## config.mk

```make
export PLATFORM = sky130hd
export DESIGN_NAME = dsw_port
export DESIGN_NICKNAME = d
export VERILOG_FILES = /design/src/pkg/dsw_pkg.sv /design/src/verilog/dsw_port.sv /design/src/verilog/dsw_sync.sv
export VERILOG_INCLUDE_DIRS = /design/src /design/src/pkg
export SDC_FILE = /design/constraint.sdc
export NUM_CORES = 1
export LEC_CHECK = 0
export BUFFER_PORTS_ARGS = -buffer_cell sky130_fd_sc_hd__buf_4
export CAP_MARGIN = 20
export CORE_ASPECT_RATIO = 0.75
export CORE_UTILIZATION = 59
export CTS_CLUSTER_DIAMETER = 150
export DETAILED_ROUTE_END_ITERATION = 6
export HOLD_SLACK_MARGIN = 0.08
export PLACE_DENSITY = 0.81
export SYNTH_ARGS = -nofsm -noshare
export SYNTH_HDL_FRONTEND = slang
export SYNTH_HIERARCHICAL = 1
export SYNTH_SLANG_ARGS = --single-unit
export TNS_END_PERCENT = 30
```

## constraint.sdc

```tcl
create_clock -name core_clk -period 24.3 [get_ports core_clk]
set_clock_uncertainty 0.1 [all_clocks]
set_input_delay 1.215 -clock core_clk [delete_from_list [all_inputs] [get_ports core_clk]]
set_output_delay 1.215 -clock core_clk [all_outputs]
set_load 0.03 [all_outputs]
```

## src/pkg/dsw_defs.svh

```systemverilog
// Constants for the DAC serial write port: timing counts, widths, field positions.
`ifndef DSW_DEFS_SVH
`define DSW_DEFS_SVH
`define DSW_CLK_NS 25
`define DSW_WORD_BITS 24
`define DSW_BUSY_FALL_NS 30
`define DSW_BUSY_FALL_CYC ((`DSW_BUSY_FALL_NS) / (`DSW_CLK_NS))
`define DSW_BUSY_LOW_NS 670
`define DSW_BUSY_LOW_CYC ((`DSW_BUSY_LOW_NS) / (`DSW_CLK_NS))
`define DSW_OUT_RESP_NS 100
`define DSW_OUT_RESP_CYC ((`DSW_OUT_RESP_NS) / (`DSW_CLK_NS))
`define DSW_CLR_PULSE_NS 20
`define DSW_CLR_PULSE_CYC (((`DSW_CLR_PULSE_NS) + (`DSW_CLK_NS) - 1) / (`DSW_CLK_NS))
`define DSW_CLR_ACT_NS 12000
`define DSW_CLR_ACT_CYC ((`DSW_CLR_ACT_NS) / (`DSW_CLK_NS))
`define DSW_RW_BIT 23
`define DSW_ADDR_MSB 22
`define DSW_ADDR_LSB 16
`define DSW_DATA_MSB 15
`define DSW_DATA_LSB 0
`define DSW_NOP_ADDR 7'h7F
`define DSW_CTRL_ADDR 7'h0C
`define DSW_BOOST_BIT 0
`define DSW_CLEAR_CODE 16'h0000
`define DSW_CTRL_RESET 16'h0000
`endif

```

## src/pkg/dsw_pkg.sv

```systemverilog
// Types shared by the DAC serial write port.
package dsw_pkg;
	typedef struct packed {
		logic frame_n;
		logic sclk;
		logic din;
	} dsw_link_t;
	typedef struct packed {
		logic readback;
		logic [6:0] addr;
		logic [15:0] data;
	} dsw_word_t;
	typedef enum logic [1:0] {
		DSW_IDLE,
		DSW_WAIT,
		DSW_BUSY
	} dsw_state_t;
endpackage

```

## src/verilog/dsw_port.sv

```systemverilog
// Serial write port of a multichannel voltage-output DAC, with readback and daisy chain.
`timescale 1ns/1ps
`include "dsw_defs.svh"
// Summary of operation
// - A standalone write frame is 24 bits and the 24th falling serial clock edge completes the input word; in daisy chain frame rising does.
// - Busy goes low 50 to 75 ns after the edge that completes the word, behind the pin synchroniser, and stays low no more than 670 ns.
// - With automatic update the new output value is driven within 100 ns of busy rising.
// - Load strobe may fall no earlier than busy rising, is held 20 ns, and its falling edge updates outputs.
// - Clear is held low 20 ns and the outputs are cleared within 12 us.
// - In daisy-chain mode data leaves on the serial output, changing after rising clock edges.
// - A readback word names a register, and its contents are shifted out during the following frame.
// - A boost bit in the control register selects the amplifier slew rate.
module dsw_port #(
	parameter int CHANNELS = 16,
	parameter int BUSY_CYC = `DSW_BUSY_LOW_CYC,
	parameter int RESP_CYC = `DSW_OUT_RESP_CYC,
	parameter int CLR_CYC = `DSW_CLR_ACT_CYC
) (
	input wire logic core_clk,
	input wire logic reset_n,
	input wire logic clk_en,
	input wire dsw_pkg::dsw_link_t link,
	input wire logic load_outputs_n,
	input wire logic clear_n,
	input wire logic daisy_mode,
	input wire logic auto_update,
	output logic sdo,
	output logic sdo_oe,
	output logic busy_n,
	output logic [CHANNELS*16-1:0] dac_out,
	output logic boost,
	output logic clear_done
);
	localparam int CW = $clog2(CHANNELS);
	initial begin
		// One channel would leave the index slice without bits
		if (CHANNELS < 2 || CHANNELS > 64) $error("CHANNELS out of range");
		if (BUSY_CYC < 2 || BUSY_CYC > 1024 || RESP_CYC < 1 || RESP_CYC > 8) $error("bad timing count");
		if (CLR_CYC < 4 || CLR_CYC > 65535) $error("bad clear count");
	end
	logic rst_meta_reg, rst_n;
	logic [4:0] pin_s;
	logic frame_n_s, sclk_s, din_s, load_n_s, clr_n_s;
	logic sclk_d_reg, frame_d_reg, load_d_reg;
	logic sclk_fall, sclk_rise, frame_rise, frame_fall, load_fall;
	logic [23:0] shift_reg;
	logic [4:0] count_reg;
	logic [23:0] out_reg;
	dsw_pkg::dsw_word_t word;
	logic accept;
	dsw_pkg::dsw_state_t state_reg;
	logic [9:0] busy_cnt_reg;
	logic [2:0] resp_cnt_reg;
	logic commit_pend_reg;
	logic [15:0] input_reg [CHANNELS];
	logic [15:0] ctrl_reg;
	logic [6:0] pend_addr_reg;
	logic pend_read_reg;
	logic [15:0] clr_cnt_reg;
	logic [5:0] clr_low_reg;

	// Reset release through two flops
	always_ff @(posedge core_clk or negedge reset_n) begin
		if (!reset_n) begin
			rst_meta_reg <= 1'b0;
			rst_n <= 1'b0;
		end else begin
			rst_meta_reg <= 1'b1;
			rst_n <= rst_meta_reg;
		end
	end

	// Pins come from the host's domain, so each passes two flops
	dsw_sync #(.WIDTH(5)) u_sync (
		.core_clk(core_clk),
		.rst_n(rst_n),
		.ce(clk_en),
		.async_in({link.frame_n, link.sclk, link.din, load_outputs_n, clear_n}),
		.reset_val(5'h1F),
		.sync_out(pin_s)
	);
	assign {frame_n_s, sclk_s, din_s, load_n_s, clr_n_s} = pin_s;

	// Edge detectors on the synchronised copies
	always_ff @(posedge core_clk or negedge rst_n) begin
		if (!rst_n) begin
			sclk_d_reg <= 1'b1;
			frame_d_reg <= 1'b1;
			load_d_reg <= 1'b1;
		end else if (clk_en) begin
			sclk_d_reg <= sclk_s;
			frame_d_reg <= frame_n_s;
			load_d_reg <= load_n_s;
		end
	end
	assign sclk_fall = sclk_d_reg & ~sclk_s;
	assign sclk_rise = ~sclk_d_reg & sclk_s;
	assign frame_rise = ~frame_d_reg & frame_n_s;
	assign frame_fall = frame_d_reg & ~frame_n_s;
	assign load_fall = load_d_reg & ~load_n_s;

	// Shift in on falling edges while framed; count restarts each frame
	always_ff @(posedge core_clk or negedge rst_n) begin
		if (!rst_n) begin
			shift_reg <= 24'h000000;
			count_reg <= 5'h00;
		end else if (clk_en) begin
			if (frame_fall) begin
				count_reg <= 5'h00;
			end else if (!frame_n_s && sclk_fall) begin
				shift_reg <= {shift_reg[22:0], din_s};
				if (count_reg != 5'h1F) begin
					count_reg <= count_reg + 5'h01;
				end
			end
		end
	end

	// Standalone takes the 24th edge; daisy chain waits for frame to rise
	always_comb begin
		if (daisy_mode) begin
			accept = frame_rise && count_reg >= 5'(`DSW_WORD_BITS);
		end else begin
			accept = !frame_n_s && sclk_fall && count_reg == 5'(`DSW_WORD_BITS - 1);
		end
	end
	assign word = daisy_mode ? shift_reg : {shift_reg[22:0], din_s};

	// Busy sequence: low in the cycle after accept, well inside 30 ns of the edge as seen here
	always_ff @(posedge core_clk or negedge rst_n) begin
		if (!rst_n) begin
			state_reg <= dsw_pkg::DSW_IDLE;
			busy_cnt_reg <= 10'h000;
		end else if (clk_en) begin
			unique case (state_reg)
				dsw_pkg::DSW_IDLE: begin
					if (accept) begin
						state_reg <= dsw_pkg::DSW_BUSY;
						busy_cnt_reg <= 10'(BUSY_CYC - 1);
					end
				end
				dsw_pkg::DSW_BUSY: begin
					if (busy_cnt_reg == 10'h000) begin
						state_reg <= dsw_pkg::DSW_WAIT;
					end else begin
						busy_cnt_reg <= busy_cnt_reg - 10'h001;
					end
				end
				dsw_pkg::DSW_WAIT: begin
					state_reg <= accept ? dsw_pkg::DSW_BUSY : dsw_pkg::DSW_IDLE;
					busy_cnt_reg <= 10'(BUSY_CYC - 1);
				end
			endcase
		end
	end
	assign busy_n = (state_reg != dsw_pkg::DSW_BUSY);

	// Decode the accepted word into input or control registers, or a readback request
	always_ff @(posedge core_clk or negedge rst_n) begin
		if (!rst_n) begin
			for (int i = 0; i < CHANNELS; i++) begin
				input_reg[i] <= 16'h0000;
			end
			ctrl_reg <= `DSW_CTRL_RESET;
			pend_addr_reg <= 7'h00;
			pend_read_reg <= 1'b0;
		end else if (clk_en) begin
			if (accept) begin
				pend_read_reg <= word.readback;
				pend_addr_reg <= word.addr;
				if (!word.readback) begin
					if (word.addr == `DSW_CTRL_ADDR) begin
						ctrl_reg <= word.data;
					end else if (word.addr < 7'(CHANNELS)) begin
						input_reg[word.addr[CW-1:0]] <= word.data;
					end
				end
			end
		end
	end
	assign boost = ctrl_reg[`DSW_BOOST_BIT];

	// Automatic update counts from the edge that ends busy, so the output moves within RESP_CYC cycles of it
	always_ff @(posedge core_clk or negedge rst_n) begin
		if (!rst_n) begin
			commit_pend_reg <= 1'b0;
			resp_cnt_reg <= 3'h0;
		end else if (clk_en) begin
			if (state_reg == dsw_pkg::DSW_BUSY && busy_cnt_reg == 10'h000 && auto_update) begin
				commit_pend_reg <= 1'b1;
				resp_cnt_reg <= 3'(RESP_CYC - 1);
			end else if (commit_pend_reg) begin
				if (resp_cnt_reg == 3'h0) begin
					commit_pend_reg <= 1'b0;
				end else begin
					resp_cnt_reg <= resp_cnt_reg - 3'h1;
				end
			end
		end
	end

	// Clear pulse is measured and then applied after the activation delay
	always_ff @(posedge core_clk or negedge rst_n) begin
		if (!rst_n) begin
			clr_low_reg <= 6'h00;
			clr_cnt_reg <= 16'h0000;
			clear_done <= 1'b0;
		end else if (clk_en) begin
			clear_done <= 1'b0;
			if (!clr_n_s) begin
				if (clr_low_reg != 6'h3F) begin
					clr_low_reg <= clr_low_reg + 6'h01;
				end
			end else begin
				clr_low_reg <= 6'h00;
			end
			// The pulse minimum rounds up to one cycle, so any low seen in one sample counts as a pulse
			// Three cycles of synchroniser and load are taken off, so the span from the pin fits the limit
			if (clr_n_s && clr_low_reg >= 6'(`DSW_CLR_PULSE_CYC)) begin
				clr_cnt_reg <= 16'(CLR_CYC - 3);
			end else if (clr_cnt_reg != 16'h0000) begin
				clr_cnt_reg <= clr_cnt_reg - 16'h0001;
				clear_done <= (clr_cnt_reg == 16'h0001);
			end
		end
	end

	// Output latches; clear beats a simultaneous update
	always_ff @(posedge core_clk or negedge rst_n) begin
		if (!rst_n) begin
			dac_out <= '0;
		end else if (clk_en) begin
			if (clr_cnt_reg == 16'h0001) begin
				for (int i = 0; i < CHANNELS; i++) begin
					dac_out[i*16 +: 16] <= `DSW_CLEAR_CODE;
				end
			end else if ((commit_pend_reg && resp_cnt_reg == 3'h0) || (load_fall && busy_n)) begin
				for (int i = 0; i < CHANNELS; i++) begin
					dac_out[i*16 +: 16] <= input_reg[i];
				end
			end
		end
	end

	// Serial out: chain echo or readback data, changed after rising edges
	always_ff @(posedge core_clk or negedge rst_n) begin
		if (!rst_n) begin
			out_reg <= 24'h000000;
			sdo <= 1'b0;
		end else if (clk_en) begin
			if (frame_fall && pend_read_reg) begin
				if (pend_addr_reg == `DSW_CTRL_ADDR) begin
					out_reg <= {8'h00, ctrl_reg};
				end else if (pend_addr_reg < 7'(CHANNELS)) begin
					out_reg <= {8'h00, input_reg[pend_addr_reg[CW-1:0]]};
				end else begin
					out_reg <= 24'h000000;
				end
			end else if (!frame_n_s && sclk_rise) begin
				sdo <= pend_read_reg ? out_reg[23] : shift_reg[23];
				out_reg <= {out_reg[22:0], 1'b0};
			end
		end
	end
	assign sdo_oe = (daisy_mode || pend_read_reg) && !frame_n_s;
endmodule

```

## src/verilog/dsw_sync.sv

```systemverilog
// Two-flop synchroniser for a group of asynchronous inputs.
`timescale 1ns/1ps
module dsw_sync #(
	parameter int WIDTH = 1
) (
	input wire logic core_clk,
	input wire logic rst_n,
	input wire logic ce,
	input wire logic [WIDTH-1:0] async_in,
	input wire logic [WIDTH-1:0] reset_val,
	output logic [WIDTH-1:0] sync_out
);
	logic [WIDTH-1:0] meta_reg;
	initial begin
		if (WIDTH < 1) $error("dsw_sync needs WIDTH >= 1");
	end
	// First stage feeds only the second; reset to high so idle pins look inactive
	always_ff @(posedge core_clk or negedge rst_n) begin
		if (!rst_n) begin
			meta_reg <= '1;
			sync_out <= '1;
		end else if (ce) begin
			meta_reg <= async_in;
			sync_out <= meta_reg;
		end
	end
endmodule
```

==> flow_metrics.env <==
export IMPL_ir_drop_v=0.0000596
export IMPL_finalSetupViolations=0
export IMPL_ant_nets=0
export IMPL_rows=68
export IMPL_multiInputGateArea_um2=10500
export IMPL_required_ns=24.97
export IMPL_grt_usage=0.318
export IMPL_total_power_uw=2400
export IMPL_cts_buffers=58
export IMPL_power_density_nw_per_um2=75.6
export IMPL_hold_ws_ns=0.253
export IMPL_vias=18282
export IMPL_dieArea_um2=47400
export IMPL_met2_length_um=32800
export IMPL_tns_ns=0
export IMPL_cts_setup_buffers=0
export IMPL_p_leak_uw=0.0156
export IMPL_layout_min_cycle_time_ns=4.21
export IMPL_min_delay_path_depth=0
export IMPL_final_cell_mix="dfrtp_1, buf_4, mux2_2, a22o_1, mux2_4"
export IMPL_hold_buffers=0
export IMPL_worstRegToRegCells=5
export IMPL_cts_tree="built"
export IMPL_r2r_end="dac_out[231]"
export IMPL_syn_nets=1975
export IMPL_ys_seq_area_frac=0.587
export IMPL_nets=2169
export IMPL_final_common_cell="dfrtp_1"
export IMPL_cap_violations=0
export IMPL_critPathLaunch="rst_n"
export IMPL_route_met3_wl_um=6820
export IMPL_dieHeight_um=189
export IMPL_drtIter0Drc=2065
export IMPL_drt_wl_total_um=74400
export IMPL_stdcell_area_um2=31800
export IMPL_port_buffer_count=270
export IMPL_end_kind="async pin"
export IMPL_fin_util=0.692
export IMPL_syn2layout_area_growth_pct=15.8
export IMPL_hold_viol=0
export IMPL_grt_pass1_vias=17981
export IMPL_crit_type="flop to async pin"
export IMPL_synthDistinctLibCells=81
export IMPL_rrSetupSlack_ns=20.09
export IMPL_start_kind="flop"
export IMPL_ctsHtreeMaxLevel=2
export IMPL_ys_ff_latch=644
export IMPL_yosysWarnings=6
export IMPL_synth_flop_cell="dfrtp_1"
export IMPL_die_x_um=251
export IMPL_placed_cell_area_um2=29600
export IMPL_dp_hpwl_um=47700
export IMPL_io_pins=271
export IMPL_avgSynthCellArea_um2=14.1
export IMPL_clk_latency_ns=0.64
export IMPL_start_util=0.598
export IMPL_drive_gt1_frac=0.368
export IMPL_synth_edf_count=0
export IMPL_rsz0062_at_grt="no"
export IMPL_gp_congestion=0.963
export IMPL_fmax_ghz=0.238
export IMPL_vias_per_cell=6.57
export IMPL_clock_sinks=644
export IMPL_grt_max_degree=194
export IMPL_status="completed"
export IMPL_cp_endpoint="dac_out[231]"
export IMPL_worstPathMaxFanout=75
export IMPL_remaining_drc_errors=0
export IMPL_regArea_um2=16100
export IMPL_reg2reg_from="rst_n"
export IMPL_core_um2=45900
export IMPL_clk_pin_slew_ns=0.06
export IMPL_antenna_found_initial=2
export IMPL_worst_slew_pin_slew_ns=1.29
export IMPL_avgRoutedWirePerCell_um=26.7
export IMPL_cts_resized=0
export IMPL_fin_crit_sh=0.173
export IMPL_top_layer_used="met4"
export IMPL_grt_pass1_wl_um=114000
export IMPL_relSlewSlack=0.142
export IMPL_cts_root_buf="clkbuf_16"
export IMPL_drv_slew=0
export IMPL_async_reset_ff_frac=1.00
export IMPL_wl_met1_um=32800
export IMPL_n_fill_cell=3071
export IMPL_syn_inst=1949
export IMPL_netlist_area_um2=27500
export IMPL_hold_class="flop to flop"
export IMPL_first_pass_iters=5
export IMPL_worstPathArrival_ns=4.88
export IMPL_cts_buffer_depth=3
export IMPL_overflow=0
==> metal layers <==
| metal | up-vias | track usage |
|---|---|---|
| li1 | 7659 | - |
| met2 | 866 | 0.447 |
| met5 | - | 0 |
| met1 | 9633 | 0.488 |
| met4 | 0 | 0.0980 |
| met3 | 124 | 0.0780 |
==> worst min-delay path by stage <==
stage                  from     to  slack (ns)
2_1_floorplan  rst_meta_reg  rst_n        0.23
3_3_place_gp   rst_meta_reg  rst_n        0.24
3_5_place_dp   rst_meta_reg  rst_n        0.24
4_1_cts             reset_n  rst_n        0.25
5_1_grt             reset_n  rst_n        0.25
6_report       rst_meta_reg  rst_n        0.25
==> final cells by class <==
class,count,area share
Antenna cell,1,0.0000787
Clock inverter,20,0.00976
Timing Repair Buffer,296,0.0732
Sequential cell,644,0.508
Tap cell,595,0.0234
Clock buffer,84,0.0541
Multi-Input combinational cell,1120,0.329
Inverter,23,0.00272
==> through the flow <==
step	std cells	worst slack (ns)
after floorplan	1949	4.94
after global placement	2672	19.59
after detailed placement	2672	19.47
after CTS	2776	19.48
after global routing	2782	19.44
final	2783	20.09
==> cells by family after synthesis <==
family | after synthesis | share of synthesized area
buffers and inverters | 185 | 0.0324
other | 1 | 0.000137
adder cells (fa/ha/maj) | 16 | 0.00729
AND/OR/NAND/NOR | 221 | 0.0482
multiplexers | 428 | 0.195
XOR/XNOR | 8 | 0.00255
AO/OA/AOI/OAI | 446 | 0.127
flip-flops | 644 | 0.587
==> synthesized netlist by cell type, types with 5 or more instances <==
master	n	area [um2]
buf_1	14	52.6
dfstp_2	13	342
dfrtp_1	631	15800
a22o_1	264	2310
a22oi_1	15	113
and2_1	6	37.5
nand4_1	7	43.8
a21oi_1	49	245
nor2b_1	9	56.3
nor4_1	8	50.1
nand2b_1	13	81.3
buf_6	13	146
inv_1	23	86.3
clkbuf_1	116	435
mux2i_1	54	541
a221oi_1	14	123
or3_1	16	100
nand2_1	57	214
nand3_1	22	110
mux2_2	278	3130
and3_1	7	43.8
nor3_4	10	163
ha_1	16	200
mux2_4	60	901
nor2_1	25	93.8
mux4_2	34	766
o21ai_0	51	255
nor3_1	12	60.1
buf_2	11	55.1
a21o_1	5	37.5
==> worst max-delay path, cell delays in order, from the launching register on <==
cell and delay, ns:
dfrtp_4 0.91, buf_4 0.79, buf_4 0.83, buf_4 0.85, buf_4 0.37, buf_16 0.34
==> power breakdown <==
part | switching [uW] | internal (uW)
Sequential | 49.8 | 1120
Clock | 409 | 565
Combinational | 176 | 80.8
Total | 634 | 1770
No activity file was read; power rests on OpenSTA's default activity.
